$ cat config.mk
export PLATFORM = sky130hd
export DESIGN_NAME = csar_regs
export DESIGN_NICKNAME = d
export VERILOG_FILES = /design/src/csar_pkg.sv /design/src/csar_regs.sv
export SDC_FILE = /design/constraint.sdc
export NUM_CORES = 2
export LEC_CHECK = 0
export ABC_AREA = 1
export BUFFER_PORTS_ARGS = -buffer_cell sky130_fd_sc_hd__buf_4
export CORE_ASPECT_RATIO = 0.6
export CORE_MARGIN = 1
export CORE_UTILIZATION = 30
export CTS_CLUSTER_DIAMETER = 100
export DETAILED_ROUTE_END_ITERATION = 16
export SETUP_SLACK_MARGIN = 0.4
export SYNTH_ARGS = -nofsm -noshare
export SYNTH_HDL_FRONTEND = slang
export SYNTH_SLANG_ARGS = --single-unit
$ cat constraint.sdc
create_clock -name pclk -period 31.3 [get_ports pclk]
set_input_delay 4.695 -clock pclk [delete_from_list [all_inputs] [get_ports pclk]]
set_output_delay 4.695 -clock pclk [all_outputs]
set_load 0.02 [all_outputs]
$ cat src/csar_pkg.sv
// Shared constants and types for the cell scan result and alert register bank
package csar_pkg;
  // Clock and timing
  localparam int unsigned CLK_HZ = 100_000_000;
  localparam int unsigned OSC_HZ = 32_768;
  localparam int unsigned REF_WIN_PERIODS = 4;
  localparam int unsigned REF_WIN_CYC = REF_WIN_PERIODS * CLK_HZ / OSC_HZ;
  localparam int unsigned REF_EDGES = 4;
  localparam int unsigned HB_DIV = 2;
  localparam int unsigned HB_NOM_CYC = HB_DIV * CLK_HZ / OSC_HZ;
  localparam int unsigned HB_TOL_PERMILLE = 125;
  localparam int unsigned HB_MIN_CYC = HB_NOM_CYC * 1000 / (1000 + HB_TOL_PERMILLE);
  localparam int unsigned HB_MAX_CYC = HB_NOM_CYC * 1000 / (1000 - HB_TOL_PERMILLE);
  // Sizes
  localparam int unsigned CELLS = 12;
  localparam int unsigned AUXS = 2;
  localparam int unsigned RES_W = 12;
  localparam int unsigned CH_W = 4;
  localparam int unsigned EV_W = 3;
  // Register indices; byte address is four times the index
  localparam logic [7:0] IDX_CELLEN = 8'h09;
  localparam logic [7:0] IDX_SCAN = 8'h0d;
  localparam logic [7:0] IDX_FMON = 8'h0e;
  localparam logic [7:0] IDX_BCAST = 8'h0f;
  localparam logic [7:0] IDX_TOTAL = 8'h10;
  localparam logic [7:0] IDX_MAXC = 8'h11;
  localparam logic [7:0] IDX_MINC = 8'h12;
  localparam logic [7:0] IDX_OVCLR = 8'h18;
  localparam logic [7:0] IDX_OVSET = 8'h19;
  localparam logic [7:0] IDX_UVSET = 8'h1a;
  localparam logic [7:0] IDX_UVCLR = 8'h1b;
  localparam logic [7:0] IDX_SPREAD = 8'h1c;
  localparam logic [7:0] IDX_HOT = 8'h1e;
  localparam logic [7:0] IDX_CTRL = 8'h30;
  localparam logic [7:0] IDX_ALST = 8'h31;
  localparam logic [7:0] IDX_IST = 8'h32;
  localparam logic [7:0] IDX_ICLR = 8'h33;
  localparam logic [7:0] IDX_IEN = 8'h34;
  // Fault-monitor layout: each mask sits eight bits above its alert
  localparam logic [15:0] FM_MASKS = 16'hd300;
  localparam logic [15:0] FM_ALERTS = 16'h00d3;
  localparam logic [15:0] FM_KEEP = 16'h2c2c;
  localparam logic [15:0] FM_GATED = 16'h00c3;
  localparam int unsigned FM_MASK_SHIFT = 8;
  localparam int unsigned FM_PUMP = 7;
  localparam int unsigned FM_HB = 6;
  localparam int unsigned FM_REF = 4;
  localparam int unsigned FM_SUP = 1;
  localparam int unsigned FM_GND = 0;
  // Field positions
  localparam int unsigned TH_LSB = 4;
  localparam int unsigned CTRL_RST_BIT = 0;
  localparam int unsigned CTRL_BUSY_BIT = 8;
  localparam int unsigned CTRL_AUX_LSB = 16;
  localparam int unsigned ALST_UV_LSB = 16;
  localparam int unsigned ALST_SPREAD_BIT = 28;
  localparam int unsigned ALST_HOT_BIT = 29;
  localparam int unsigned EV_SCAN = 0;
  localparam int unsigned EV_THR = 1;
  localparam int unsigned EV_FAULT = 2;
  // Reset values
  localparam logic [7:0] BCAST_RST = 8'h40;
  localparam logic [11:0] CELLEN_RST = 12'hfff;
  localparam logic [11:0] TH_HIGH_RST = 12'hfff;
  localparam logic [11:0] TH_LOW_RST = 12'h000;
  localparam logic [11:0] SPREAD_OFF = 12'hfff;

  typedef enum logic [1:0] {
    ST_IDLE = 2'b00,
    ST_CONV = 2'b01,
    ST_COMMIT = 2'b10
  } csar_state_t;
endpackage

$ cat src/csar_regs.sv
// Cell scan sequencing, result summary, threshold and fault-monitor alert registers on APB
//
// Contract
// - A fault-monitor mask bit lets its alert drive the alarm; cleared mask blocks it.
// - Pump, heartbeat, supply and ground alerts stay clear while the reset flag is set.
// - Writing 1 to an alert bit keeps it; writing 0 clears it.
// - Heartbeat alert when pulse rate is off by more than 12.5 percent of nominal.
// - After each converter strobe count reference edges four slow periods; four sets alert.
// - Unused fault-monitor bits store and return what software wrote.
// - Group address in low byte, default 0x40, LSB ignored, upper byte reads zero.
// - Total is the 16-bit sum of all cells enabled in the scan.
// - Highest result in bits 15..4, cell number below; ties pick highest cell.
// - Lowest result in bits 15..4, cell number below; ties pick highest cell.
// - Overvoltage alert sets above trip level, clears only below release level.
// - Undervoltage alert sets below trip level, clears only above release level.
// - Thresholds hold 12 bits in 15..4; low nibble ignores writes, reads zero.
// - Spread alert when highest minus lowest exceeds the spread threshold.
// - Spread threshold 0xfff0 disables and clears at once; other changes wait a scan.
// - Hot alert when an enabled auxiliary result is below the hot threshold.
// - A scan start is taken only while idle; during a scan it is ignored.
// - Channels disabled for a scan keep their previous results.
`timescale 1ns/1ps
module csar_regs
  import csar_pkg::*;
#(
  parameter int unsigned REF_WIN_CYC_P = csar_pkg::REF_WIN_CYC,
  parameter int unsigned HB_MIN_CYC_P = csar_pkg::HB_MIN_CYC,
  parameter int unsigned HB_MAX_CYC_P = csar_pkg::HB_MAX_CYC
) (
  // Clock and reset
  input wire logic pclk,
  input wire logic presetn,
  // APB slave
  input wire logic psel,
  input wire logic penable,
  input wire logic pwrite,
  input wire logic [11:0] paddr,
  input wire logic [31:0] pwdata,
  input wire logic [3:0] pstrb,
  output logic [31:0] prdata,
  output logic pready,
  output logic pslverr,
  // Converter handshake
  output logic adc_strobe,
  output logic [csar_pkg::CH_W-1:0] adc_chan,
  input wire logic adc_done,
  input wire logic [csar_pkg::RES_W-1:0] adc_data,
  // Fault monitor inputs
  input wire logic ref_pin,
  input wire logic heartbeat_in,
  input wire logic pump_low_in,
  input wire logic supply_open_in,
  input wire logic ground_open_in,
  // Alarm and interrupt
  output logic alarm,
  output logic irq
);
  import csar_pkg::*;

  localparam int unsigned RCW = $clog2(REF_WIN_CYC_P + 1);
  localparam int unsigned HCW = $clog2(HB_MAX_CYC_P + 2);
  localparam int unsigned SCW = CELLS + AUXS;

  typedef struct packed {
    csar_state_t st;
    logic [CH_W-1:0] chan;
    logic [SCW-1:0] smask;
    logic [CELLS-1:0][RES_W-1:0] cells;
    logic [AUXS-1:0][RES_W-1:0] aux;
    logic [15:0] fm;
    logic rst_flag;
    logic [7:0] bcast;
    logic [CELLS-1:0] cellen;
    logic [AUXS-1:0] auxen;
    logic [RES_W-1:0] ovclr;
    logic [RES_W-1:0] ovset;
    logic [RES_W-1:0] uvset;
    logic [RES_W-1:0] uvclr;
    logic [RES_W-1:0] spread;
    logic [RES_W-1:0] hot;
    logic [15:0] total;
    logic [15:0] maxc;
    logic [15:0] minc;
    logic [CELLS-1:0] ov;
    logic [CELLS-1:0] uv;
    logic spr_al;
    logic hot_al;
    logic [EV_W-1:0] ist;
    logic [EV_W-1:0] ien;
    logic [RCW-1:0] ref_cnt;
    logic [2:0] ref_edges;
    logic ref_prev;
    logic [HCW-1:0] hb_cnt;
    logic hb_prev;
    logic hb_seen;
    logic [31:0] prdata;
    logic pready;
    logic pslverr;
    logic strobe;
    logic alarm;
    logic irq;
  } csar_st_t;

  csar_st_t r_r;
  csar_st_t r_nxt;

  function automatic logic [31:0] merge32(input logic [31:0] o, input logic [31:0] w, input logic [31:0] m);
    return (o & ~m) | (w & m);
  endfunction

  // Lowest enabled channel at or above start; bit 4 says one was found
  function automatic logic [CH_W:0] next_chan(input logic [SCW-1:0] mask, input logic [CH_W-1:0] start);
    logic [CH_W:0] res;
    res = '0;
    for (int i = SCW - 1; i >= 0; i--) begin
      if (mask[i] && i >= int'(start)) begin
        res = {1'b1, CH_W'(i)};
      end
    end
    return res;
  endfunction

  function automatic logic reg_known(input logic [7:0] idx);
    case (idx)
      IDX_CELLEN, IDX_SCAN, IDX_FMON, IDX_BCAST, IDX_TOTAL, IDX_MAXC, IDX_MINC,
      IDX_OVCLR, IDX_OVSET, IDX_UVSET, IDX_UVCLR, IDX_SPREAD, IDX_HOT,
      IDX_CTRL, IDX_ALST, IDX_IST, IDX_ICLR, IDX_IEN: return 1'b1;
      default: return 1'b0;
    endcase
  endfunction

  always_comb begin
    logic [31:0] wm;
    logic [31:0] rd;
    logic [7:0] idx;
    logic hit;
    logic wr;
    logic go;
    logic ref_rise;
    logic hb_rise;
    logic any_c;
    logic [15:0] fm_set;
    logic [15:0] sum;
    logic [RES_W-1:0] mx;
    logic [RES_W-1:0] mn;
    logic [CH_W-1:0] mxi;
    logic [CH_W-1:0] mni;
    logic [CH_W:0] nx;
    logic [EV_W-1:0] ev;
    r_nxt = r_r;
    wm = {{8{pstrb[3]}}, {8{pstrb[2]}}, {8{pstrb[1]}}, {8{pstrb[0]}}};
    rd = '0;
    idx = paddr[9:2];
    hit = reg_known(idx) && paddr[11:10] == 2'b00 && paddr[1:0] == 2'b00;
    wr = psel && penable && r_r.pready && pwrite && hit;
    go = 1'b0;
    ref_rise = ref_pin && !r_r.ref_prev;
    hb_rise = heartbeat_in && !r_r.hb_prev;
    any_c = 1'b0;
    fm_set = '0;
    sum = '0;
    mx = '0;
    mn = '1;
    mxi = '0;
    mni = '0;
    nx = '0;
    ev = '0;
    r_nxt.strobe = 1'b0;

    // Read data is captured in the setup cycle so that prdata comes from a flop
    case (idx)
      IDX_CELLEN: rd = 32'(r_r.cellen);
      IDX_FMON: rd = 32'(r_r.fm);
      IDX_BCAST: rd = 32'(r_r.bcast);
      IDX_TOTAL: rd = 32'(r_r.total);
      IDX_MAXC: rd = 32'(r_r.maxc);
      IDX_MINC: rd = 32'(r_r.minc);
      IDX_OVCLR: rd = 32'({r_r.ovclr, 4'h0});
      IDX_OVSET: rd = 32'({r_r.ovset, 4'h0});
      IDX_UVSET: rd = 32'({r_r.uvset, 4'h0});
      IDX_UVCLR: rd = 32'({r_r.uvclr, 4'h0});
      IDX_SPREAD: rd = 32'({r_r.spread, 4'h0});
      IDX_HOT: rd = 32'({r_r.hot, 4'h0});
      IDX_CTRL: begin
        rd[CTRL_RST_BIT] = r_r.rst_flag;
        rd[CTRL_BUSY_BIT] = r_r.st != ST_IDLE;
        rd[CTRL_AUX_LSB +: AUXS] = r_r.auxen;
      end
      IDX_ALST: begin
        rd[CELLS-1:0] = r_r.ov;
        rd[ALST_UV_LSB +: CELLS] = r_r.uv;
        rd[ALST_SPREAD_BIT] = r_r.spr_al;
        rd[ALST_HOT_BIT] = r_r.hot_al;
      end
      IDX_IST: rd = 32'(r_r.ist);
      IDX_IEN: rd = 32'(r_r.ien);
      default: rd = '0;
    endcase
    if (psel && !penable) begin
      r_nxt.pready = 1'b1;
      r_nxt.prdata = rd;
      r_nxt.pslverr = !hit;
    end else begin
      r_nxt.pready = 1'b0;
      r_nxt.pslverr = 1'b0;
    end

    // Register writes take effect at the access edge
    if (wr) begin
      case (idx)
        IDX_CELLEN: r_nxt.cellen = CELLS'(merge32(32'(r_r.cellen), pwdata, wm));
        IDX_SCAN: go = pwdata[0] && pstrb[0];
        IDX_FMON: begin
          r_nxt.fm = 16'(merge32(32'(r_r.fm), pwdata, wm & 32'(FM_MASKS | FM_KEEP)));
          r_nxt.fm = r_nxt.fm & ~(16'(wm) & ~pwdata[15:0] & FM_ALERTS);
        end
        IDX_BCAST: r_nxt.bcast = 8'(merge32(32'(r_r.bcast), pwdata, wm));
        IDX_OVCLR: r_nxt.ovclr = RES_W'(merge32(32'(r_r.ovclr), pwdata >> TH_LSB, wm >> TH_LSB));
        IDX_OVSET: r_nxt.ovset = RES_W'(merge32(32'(r_r.ovset), pwdata >> TH_LSB, wm >> TH_LSB));
        IDX_UVSET: r_nxt.uvset = RES_W'(merge32(32'(r_r.uvset), pwdata >> TH_LSB, wm >> TH_LSB));
        IDX_UVCLR: r_nxt.uvclr = RES_W'(merge32(32'(r_r.uvclr), pwdata >> TH_LSB, wm >> TH_LSB));
        IDX_SPREAD: r_nxt.spread = RES_W'(merge32(32'(r_r.spread), pwdata >> TH_LSB, wm >> TH_LSB));
        IDX_HOT: r_nxt.hot = RES_W'(merge32(32'(r_r.hot), pwdata >> TH_LSB, wm >> TH_LSB));
        IDX_CTRL: begin
          if (wm[CTRL_RST_BIT] && !pwdata[CTRL_RST_BIT]) begin
            r_nxt.rst_flag = 1'b0;
          end
          r_nxt.auxen = AUXS'(merge32(32'(r_r.auxen), pwdata >> CTRL_AUX_LSB, wm >> CTRL_AUX_LSB));
        end
        IDX_ICLR: r_nxt.ist = r_r.ist & ~EV_W'(pwdata & wm);
        IDX_IEN: r_nxt.ien = EV_W'(merge32(32'(r_r.ien), pwdata, wm));
        default: r_nxt.ist = r_nxt.ist;
      endcase
    end
    // Disabling the spread check drops the alert in the same edge
    if (r_nxt.spread == SPREAD_OFF) begin
      r_nxt.spr_al = 1'b0;
    end

    // Scan sequencer
    case (r_r.st)
      ST_IDLE: begin
        if (go) begin
          r_nxt.smask = {r_r.auxen, r_r.cellen};
          nx = next_chan({r_r.auxen, r_r.cellen}, '0);
          r_nxt.chan = nx[CH_W-1:0];
          r_nxt.strobe = nx[CH_W];
          r_nxt.st = nx[CH_W] ? ST_CONV : ST_COMMIT;
        end
      end
      ST_CONV: begin
        if (adc_done) begin
          // Only the converted channel is written; disabled channels keep old data
          if (r_r.chan < CH_W'(CELLS)) begin
            r_nxt.cells[r_r.chan] = adc_data;
          end else begin
            r_nxt.aux[1'(r_r.chan - CH_W'(CELLS))] = adc_data;
          end
          nx = next_chan(r_r.smask, CH_W'(r_r.chan + 1'b1));
          r_nxt.chan = nx[CH_W-1:0];
          r_nxt.strobe = nx[CH_W];
          r_nxt.st = nx[CH_W] ? ST_CONV : ST_COMMIT;
        end
      end
      ST_COMMIT: begin
        // Everything derived from the scan lands in one edge
        for (int i = 0; i < CELLS; i++) begin
          if (r_r.smask[i]) begin
            any_c = 1'b1;
            sum = 16'(sum + 16'(r_r.cells[i]));
            if (r_r.cells[i] >= mx) begin
              mx = r_r.cells[i];
              mxi = CH_W'(i + 1);
            end
            if (r_r.cells[i] <= mn) begin
              mn = r_r.cells[i];
              mni = CH_W'(i + 1);
            end
            if (r_r.cells[i] > r_r.ovset) begin
              r_nxt.ov[i] = 1'b1;
            end else if (r_r.cells[i] < r_r.ovclr) begin
              r_nxt.ov[i] = 1'b0;
            end
            if (r_r.cells[i] < r_r.uvset) begin
              r_nxt.uv[i] = 1'b1;
            end else if (r_r.cells[i] > r_r.uvclr) begin
              r_nxt.uv[i] = 1'b0;
            end
          end
        end
        r_nxt.total = sum;
        if (any_c) begin
          r_nxt.maxc = {mx, mxi};
          r_nxt.minc = {mn, mni};
        end
        r_nxt.spr_al = any_c && r_nxt.spread != SPREAD_OFF && (mx - mn) > r_nxt.spread;
        r_nxt.hot_al = (r_r.smask[CELLS] && r_r.aux[0] < r_r.hot)
                       || (r_r.smask[CELLS+1] && r_r.aux[1] < r_r.hot);
        ev[EV_SCAN] = 1'b1;
        ev[EV_THR] = |(r_nxt.ov & ~r_r.ov) || |(r_nxt.uv & ~r_r.uv)
                     || (r_nxt.spr_al && !r_r.spr_al) || (r_nxt.hot_al && !r_r.hot_al);
        r_nxt.st = ST_IDLE;
      end
      default: r_nxt.st = ST_IDLE;
    endcase

    // Reference pin oscillation window, restarted by every converter strobe
    r_nxt.ref_prev = ref_pin;
    if (r_r.strobe) begin
      r_nxt.ref_cnt = RCW'(REF_WIN_CYC_P);
      r_nxt.ref_edges = '0;
    end else if (r_r.ref_cnt != '0) begin
      r_nxt.ref_cnt = RCW'(r_r.ref_cnt - 1'b1);
      if (ref_rise) begin
        r_nxt.ref_edges = 3'(r_r.ref_edges + 1'b1);
        fm_set[FM_REF] = r_nxt.ref_edges == 3'(REF_EDGES);
      end
    end

    // Heartbeat period check; a stalled heartbeat trips once the count passes the upper bound
    r_nxt.hb_prev = heartbeat_in;
    if (hb_rise) begin
      r_nxt.hb_seen = 1'b1;
      r_nxt.hb_cnt = HCW'(1);
      fm_set[FM_HB] = r_r.hb_seen && (r_r.hb_cnt < HCW'(HB_MIN_CYC_P) || r_r.hb_cnt > HCW'(HB_MAX_CYC_P));
    end else if (r_r.hb_cnt <= HCW'(HB_MAX_CYC_P)) begin
      r_nxt.hb_cnt = HCW'(r_r.hb_cnt + 1'b1);
    end else begin
      fm_set[FM_HB] = r_r.hb_seen;
    end
    fm_set[FM_PUMP] = pump_low_in;
    fm_set[FM_SUP] = supply_open_in;
    fm_set[FM_GND] = ground_open_in;
    if (r_r.rst_flag) begin
      fm_set = fm_set & ~FM_GATED;
    end
    // Hardware set wins over a software clear in the same edge
    r_nxt.fm = r_nxt.fm | fm_set;
    ev[EV_FAULT] = |(fm_set & ~r_r.fm);
    r_nxt.ist = r_nxt.ist | ev;

    r_nxt.alarm = |((r_nxt.fm >> FM_MASK_SHIFT) & r_nxt.fm & FM_ALERTS);
    r_nxt.irq = |(r_nxt.ist & r_nxt.ien);
  end

  always_ff @(posedge pclk or negedge presetn) begin
    if (!presetn) begin
      r_r <= '0;
      r_r.st <= ST_IDLE;
      r_r.rst_flag <= 1'b1;
      r_r.bcast <= BCAST_RST;
      r_r.cellen <= CELLEN_RST;
      r_r.ovclr <= TH_HIGH_RST;
      r_r.ovset <= TH_HIGH_RST;
      r_r.uvset <= TH_LOW_RST;
      r_r.uvclr <= TH_LOW_RST;
      r_r.spread <= SPREAD_OFF;
      r_r.hot <= TH_LOW_RST;
      r_r.minc <= '1;
    end else begin
      r_r <= r_nxt;
    end
  end

  assign prdata = r_r.prdata;
  assign pready = r_r.pready;
  assign pslverr = r_r.pslverr;
  assign adc_strobe = r_r.strobe;
  assign adc_chan = r_r.chan;
  assign alarm = r_r.alarm;
  assign irq = r_r.irq;
endmodule // csar_regs

==> metrics.txt <==
CP dominant cell by count sky130_fd_sc_hd__nand2_1; type of element launching the critical path flop; Port-buffer cells 94; CTS clk-pin slew, worst paths 0.07 ns; total CTS buffers 49; total routing usage reported by global routing 0.267; area share of the leading cell type in the synthesized netlist 0.257; total via count after detailed routing 49912; Crit path buffers/inverters 16; Max Cap Violations 0; worst reg2reg path startpoint r_r[429]$_DFFE_PN0P_; TritonCTS clock tree built; shortest clock period the worst path allows after layout 28.27 ns; type of destination of the critical path flop; Setup TNS Final 0 ns; number of setup buffers added after CTS 0; maximum level of the CTS H-tree 2; RSZ-0062 raised after global routing false; post-detail-place hpwl 169000 um; maximum fanout along the worst path 26; final critical-path setup slack 3.03 ns; die extent in y 312 um; remaining design rule violation count 0; fraction of registers with async set or reset after synthesis 1.00; biggest area contributors in the synthesized netlist sky130_fd_sc_hd__ha_1, sky130_fd_sc_hd__dfrtp_1, sky130_fd_sc_hd__nand2_1; clock buffer depth 3; Synth Flop Type sky130_fd_sc_hd__dfrtp_1; Rel. slew slack 0.0464; Post-Synthesis Mean Instance Area 7.36 um2; count of antenna-violating nets left after detailed routing 0; routed length per instance 25.3 um; area of the mapped netlist 48000 um2; fin crit share 0.903; per-cell via count in the routed design 5.70; R2R cell count 189; setup slack on the worst flop-to-flop path 3.03 ns; Fin. Hold Viols 0; Max Clock Skew 0.0300 ns; total gr overflow 0; Initial Utilization 0.303; slew of the pin with the lowest slew margin 1.39 ns; share of final-layout standard cells stronger than drive strength 1 0.0683; Synth Register Bits 447; FMAX 35.4 MHz; layout overhead on the synthesized area 10.6%; Yosys top cell by area sky130_fd_sc_hd__ha_1; sum of routed wire length over all layers 222000 um; initial antenna violation count 16; share of synthesized area occupied by flip-flops and latches 0.235; Synth Instances 6522; insertion delay to the later sink of the worst-skew pair 0.67 ns; number of search-and-repair iterations in the first detailed-routing pass 7; final net count 7647; unique cell type count in the Yosys netlist 61; status complete, no violations; max-slew violation total from the final report 0; worst setup path class reg2reg; pin count of the biggest net entering global routing 113; Crit path largest cell delay 1.09 ns; Worst Hold Margin 0.456 ns; Tightest Hold Check Type reg2reg; endpoints failing setup 0; number of cell rows 113; top-level I/O count 112; number of DRC markers after the initial detailed-route iteration 6728; cell with the largest stage delay on the worst path sky130_fd_sc_hd__o21ai_0; CP Launch Point r_r[429]$_DFFE_PN0P_; Ys Warns 0; required time at the worst-slack endpoint 31.89 ns; number of sinks driven by the clock tree 447; critical path depth in cells 189; worst reg2reg endpoint irq$_DFF_PN0_; clock root cell sky130_fd_sc_hd__clkbuf_16; core outline area 158000 um2; cell type group with the largest total delay on the critical path compound AO/OA/AOI/OAI gates; die width 518 um; last weighted congestion value of the routability-driven placer 1.01; data arrival time of the critical path 28.86 ns; via count of the first global-routing pass 45133; number of synthesized flops with an enable pin 0; worst setup path endpoint irq$_DFF_PN0_; pre-CTS worst setup slack 2.77 ns; global-route wire length before repair 315000 um; area of the die 162000 um2
-- cells by family (layout without fill, tap and decap cells) --
| logic type | count (synthesis) | in the layout | share of synthesized area |
|---|---|---|---|
| simple gates | 2339 | 2339 | 0.205 |
| xor+xnor | 93 | 93 | 0.0170 |
| fa+ha+maj | 997 | 997 | 0.262 |
| compound gates | 1727 | 1727 | 0.204 |
| other cells | 1 | 14 | 0.0000782 |
| buf+inv | 905 | 1000 | 0.0744 |
| flops | 447 | 447 | 0.235 |
| mux | 13 | 13 | 0.00305 |
-- per-stage QoR --
stage / area, um2 / utilization / cells
2_1_floorplan: 48000 / - / 6523
3_3_place_gp: 51300 / 0.324 / 8654
3_5_place_dp: 51300 / 0.324 / 8654
4_1_cts: 53000 / 0.335 / 8744
5_1_grt: 53100 / 0.335 / 8745
6_report: 53100 / 0.335 / 8757
-- layer usage --
metal	routed length, um	vias to the layer above	share of wire	GRT usage
met5	195	-	0.00088	0.00734
met4	5790	8	0.026	0.0643
met3	36800	321	0.17	0.116
met2	77100	3084	0.35	0.331
met1	102000	23723	0.46	0.403
li1	-	22776	-	-
-- how the worst min path moves through the flow --
stage | from | to | slack [ns] | depth (start not counted)
finish | r_r[244]$_DFFE_PN1P_ | r_r[244]$_DFFE_PN1P_ | 0.46 | 2
global route | r_r[244]$_DFFE_PN1P_ | r_r[244]$_DFFE_PN1P_ | 0.47 | 2
CTS | r_r[244]$_DFFE_PN1P_ | r_r[244]$_DFFE_PN1P_ | 0.45 | 2
detailed placement | r_r[244]$_DFFE_PN1P_ | r_r[244]$_DFFE_PN1P_ | 0.44 | 2
global placement | r_r[244]$_DFFE_PN1P_ | r_r[244]$_DFFE_PN1P_ | 0.44 | 2
floorplan | r_r[244]$_DFFE_PN1P_ | r_r[244]$_DFFE_PN1P_ | 0.43 | 2
-- final cells by class --
cell class	count	area, um2
Clock buffer	63	1360
Fill cell	16668	105000
Multi-Input combinational cell	5171	33200
Timing Repair Buffer	204	1540
Antenna cell	12	30.0
Sequential cell	447	11300
Clock inverter	27	414
Inverter	706	2650
Tap cell	2127	2660
-- synthesized netlist by cell type, drive strengths merged (30+ instances only) --
cell type	count
a211oi	65
a21boi	31
a21oi	441
buf	73
clkbuf	126
dfrtp	381
dfstp	66
ha	985
inv	700
nand2	1423
nand3	264
nand4	119
nor2	392
nor3	87
o211ai	73
o21ai	858
o21bai	40
o22ai	34
o31ai	30
xnor2	36
xor2	57
-- worst reg2reg max path: cells and delay by family, from the launching register on --
family / cells / cell delay [ns]
AOI/OAI and AO/OA: 75 / 12.28
adders and majority gates: 13 / 4.32
buffers and inverters: 16 / 1.87
DFF: 1 / 0.60
and+or+nand+nor: 85 / 9.13
-- layout by cell type (no fill, tap or decap), types with 12 or more instances in the layout --
cell type and n:
sky130_fd_sc_hd__a2111oi_0 21, sky130_fd_sc_hd__a211oi_1 65, sky130_fd_sc_hd__a21boi_0 31, sky130_fd_sc_hd__a21o_1 26, sky130_fd_sc_hd__a21oi_1 441, sky130_fd_sc_hd__a221oi_1 22
sky130_fd_sc_hd__a31oi_1 25, sky130_fd_sc_hd__buf_4 202, sky130_fd_sc_hd__clkbuf_16 49, sky130_fd_sc_hd__dfrtp_1 380, sky130_fd_sc_hd__dfstp_2 66, sky130_fd_sc_hd__diode_2 12
sky130_fd_sc_hd__fa_1 12, sky130_fd_sc_hd__ha_1 985, sky130_fd_sc_hd__inv_1 692, sky130_fd_sc_hd__mux2_2 13, sky130_fd_sc_hd__nand2_1 1385, sky130_fd_sc_hd__nand2_2 32
sky130_fd_sc_hd__nand3_1 258, sky130_fd_sc_hd__nand4_1 119, sky130_fd_sc_hd__nor2_1 390, sky130_fd_sc_hd__nor3_1 85, sky130_fd_sc_hd__nor4_1 17, sky130_fd_sc_hd__o211ai_1 73
sky130_fd_sc_hd__o21a_1 13, sky130_fd_sc_hd__o21ai_0 834, sky130_fd_sc_hd__o21ai_1 16, sky130_fd_sc_hd__o21bai_1 40, sky130_fd_sc_hd__o221ai_1 24, sky130_fd_sc_hd__o22ai_1 34
sky130_fd_sc_hd__o31ai_1 30, sky130_fd_sc_hd__or2_2 17, sky130_fd_sc_hd__xnor2_1 36, sky130_fd_sc_hd__xor2_1 57
-- repair_timing --
action	in CTS	in global routing
endpoints found under the setup margin	0	3
hold endpoints to repair	0	0
hold buffers	0	0
resized for setup	0	10
Power is not shown: default switching activity piles up to over one toggle a cycle in this logic, so the estimate is an artifact.
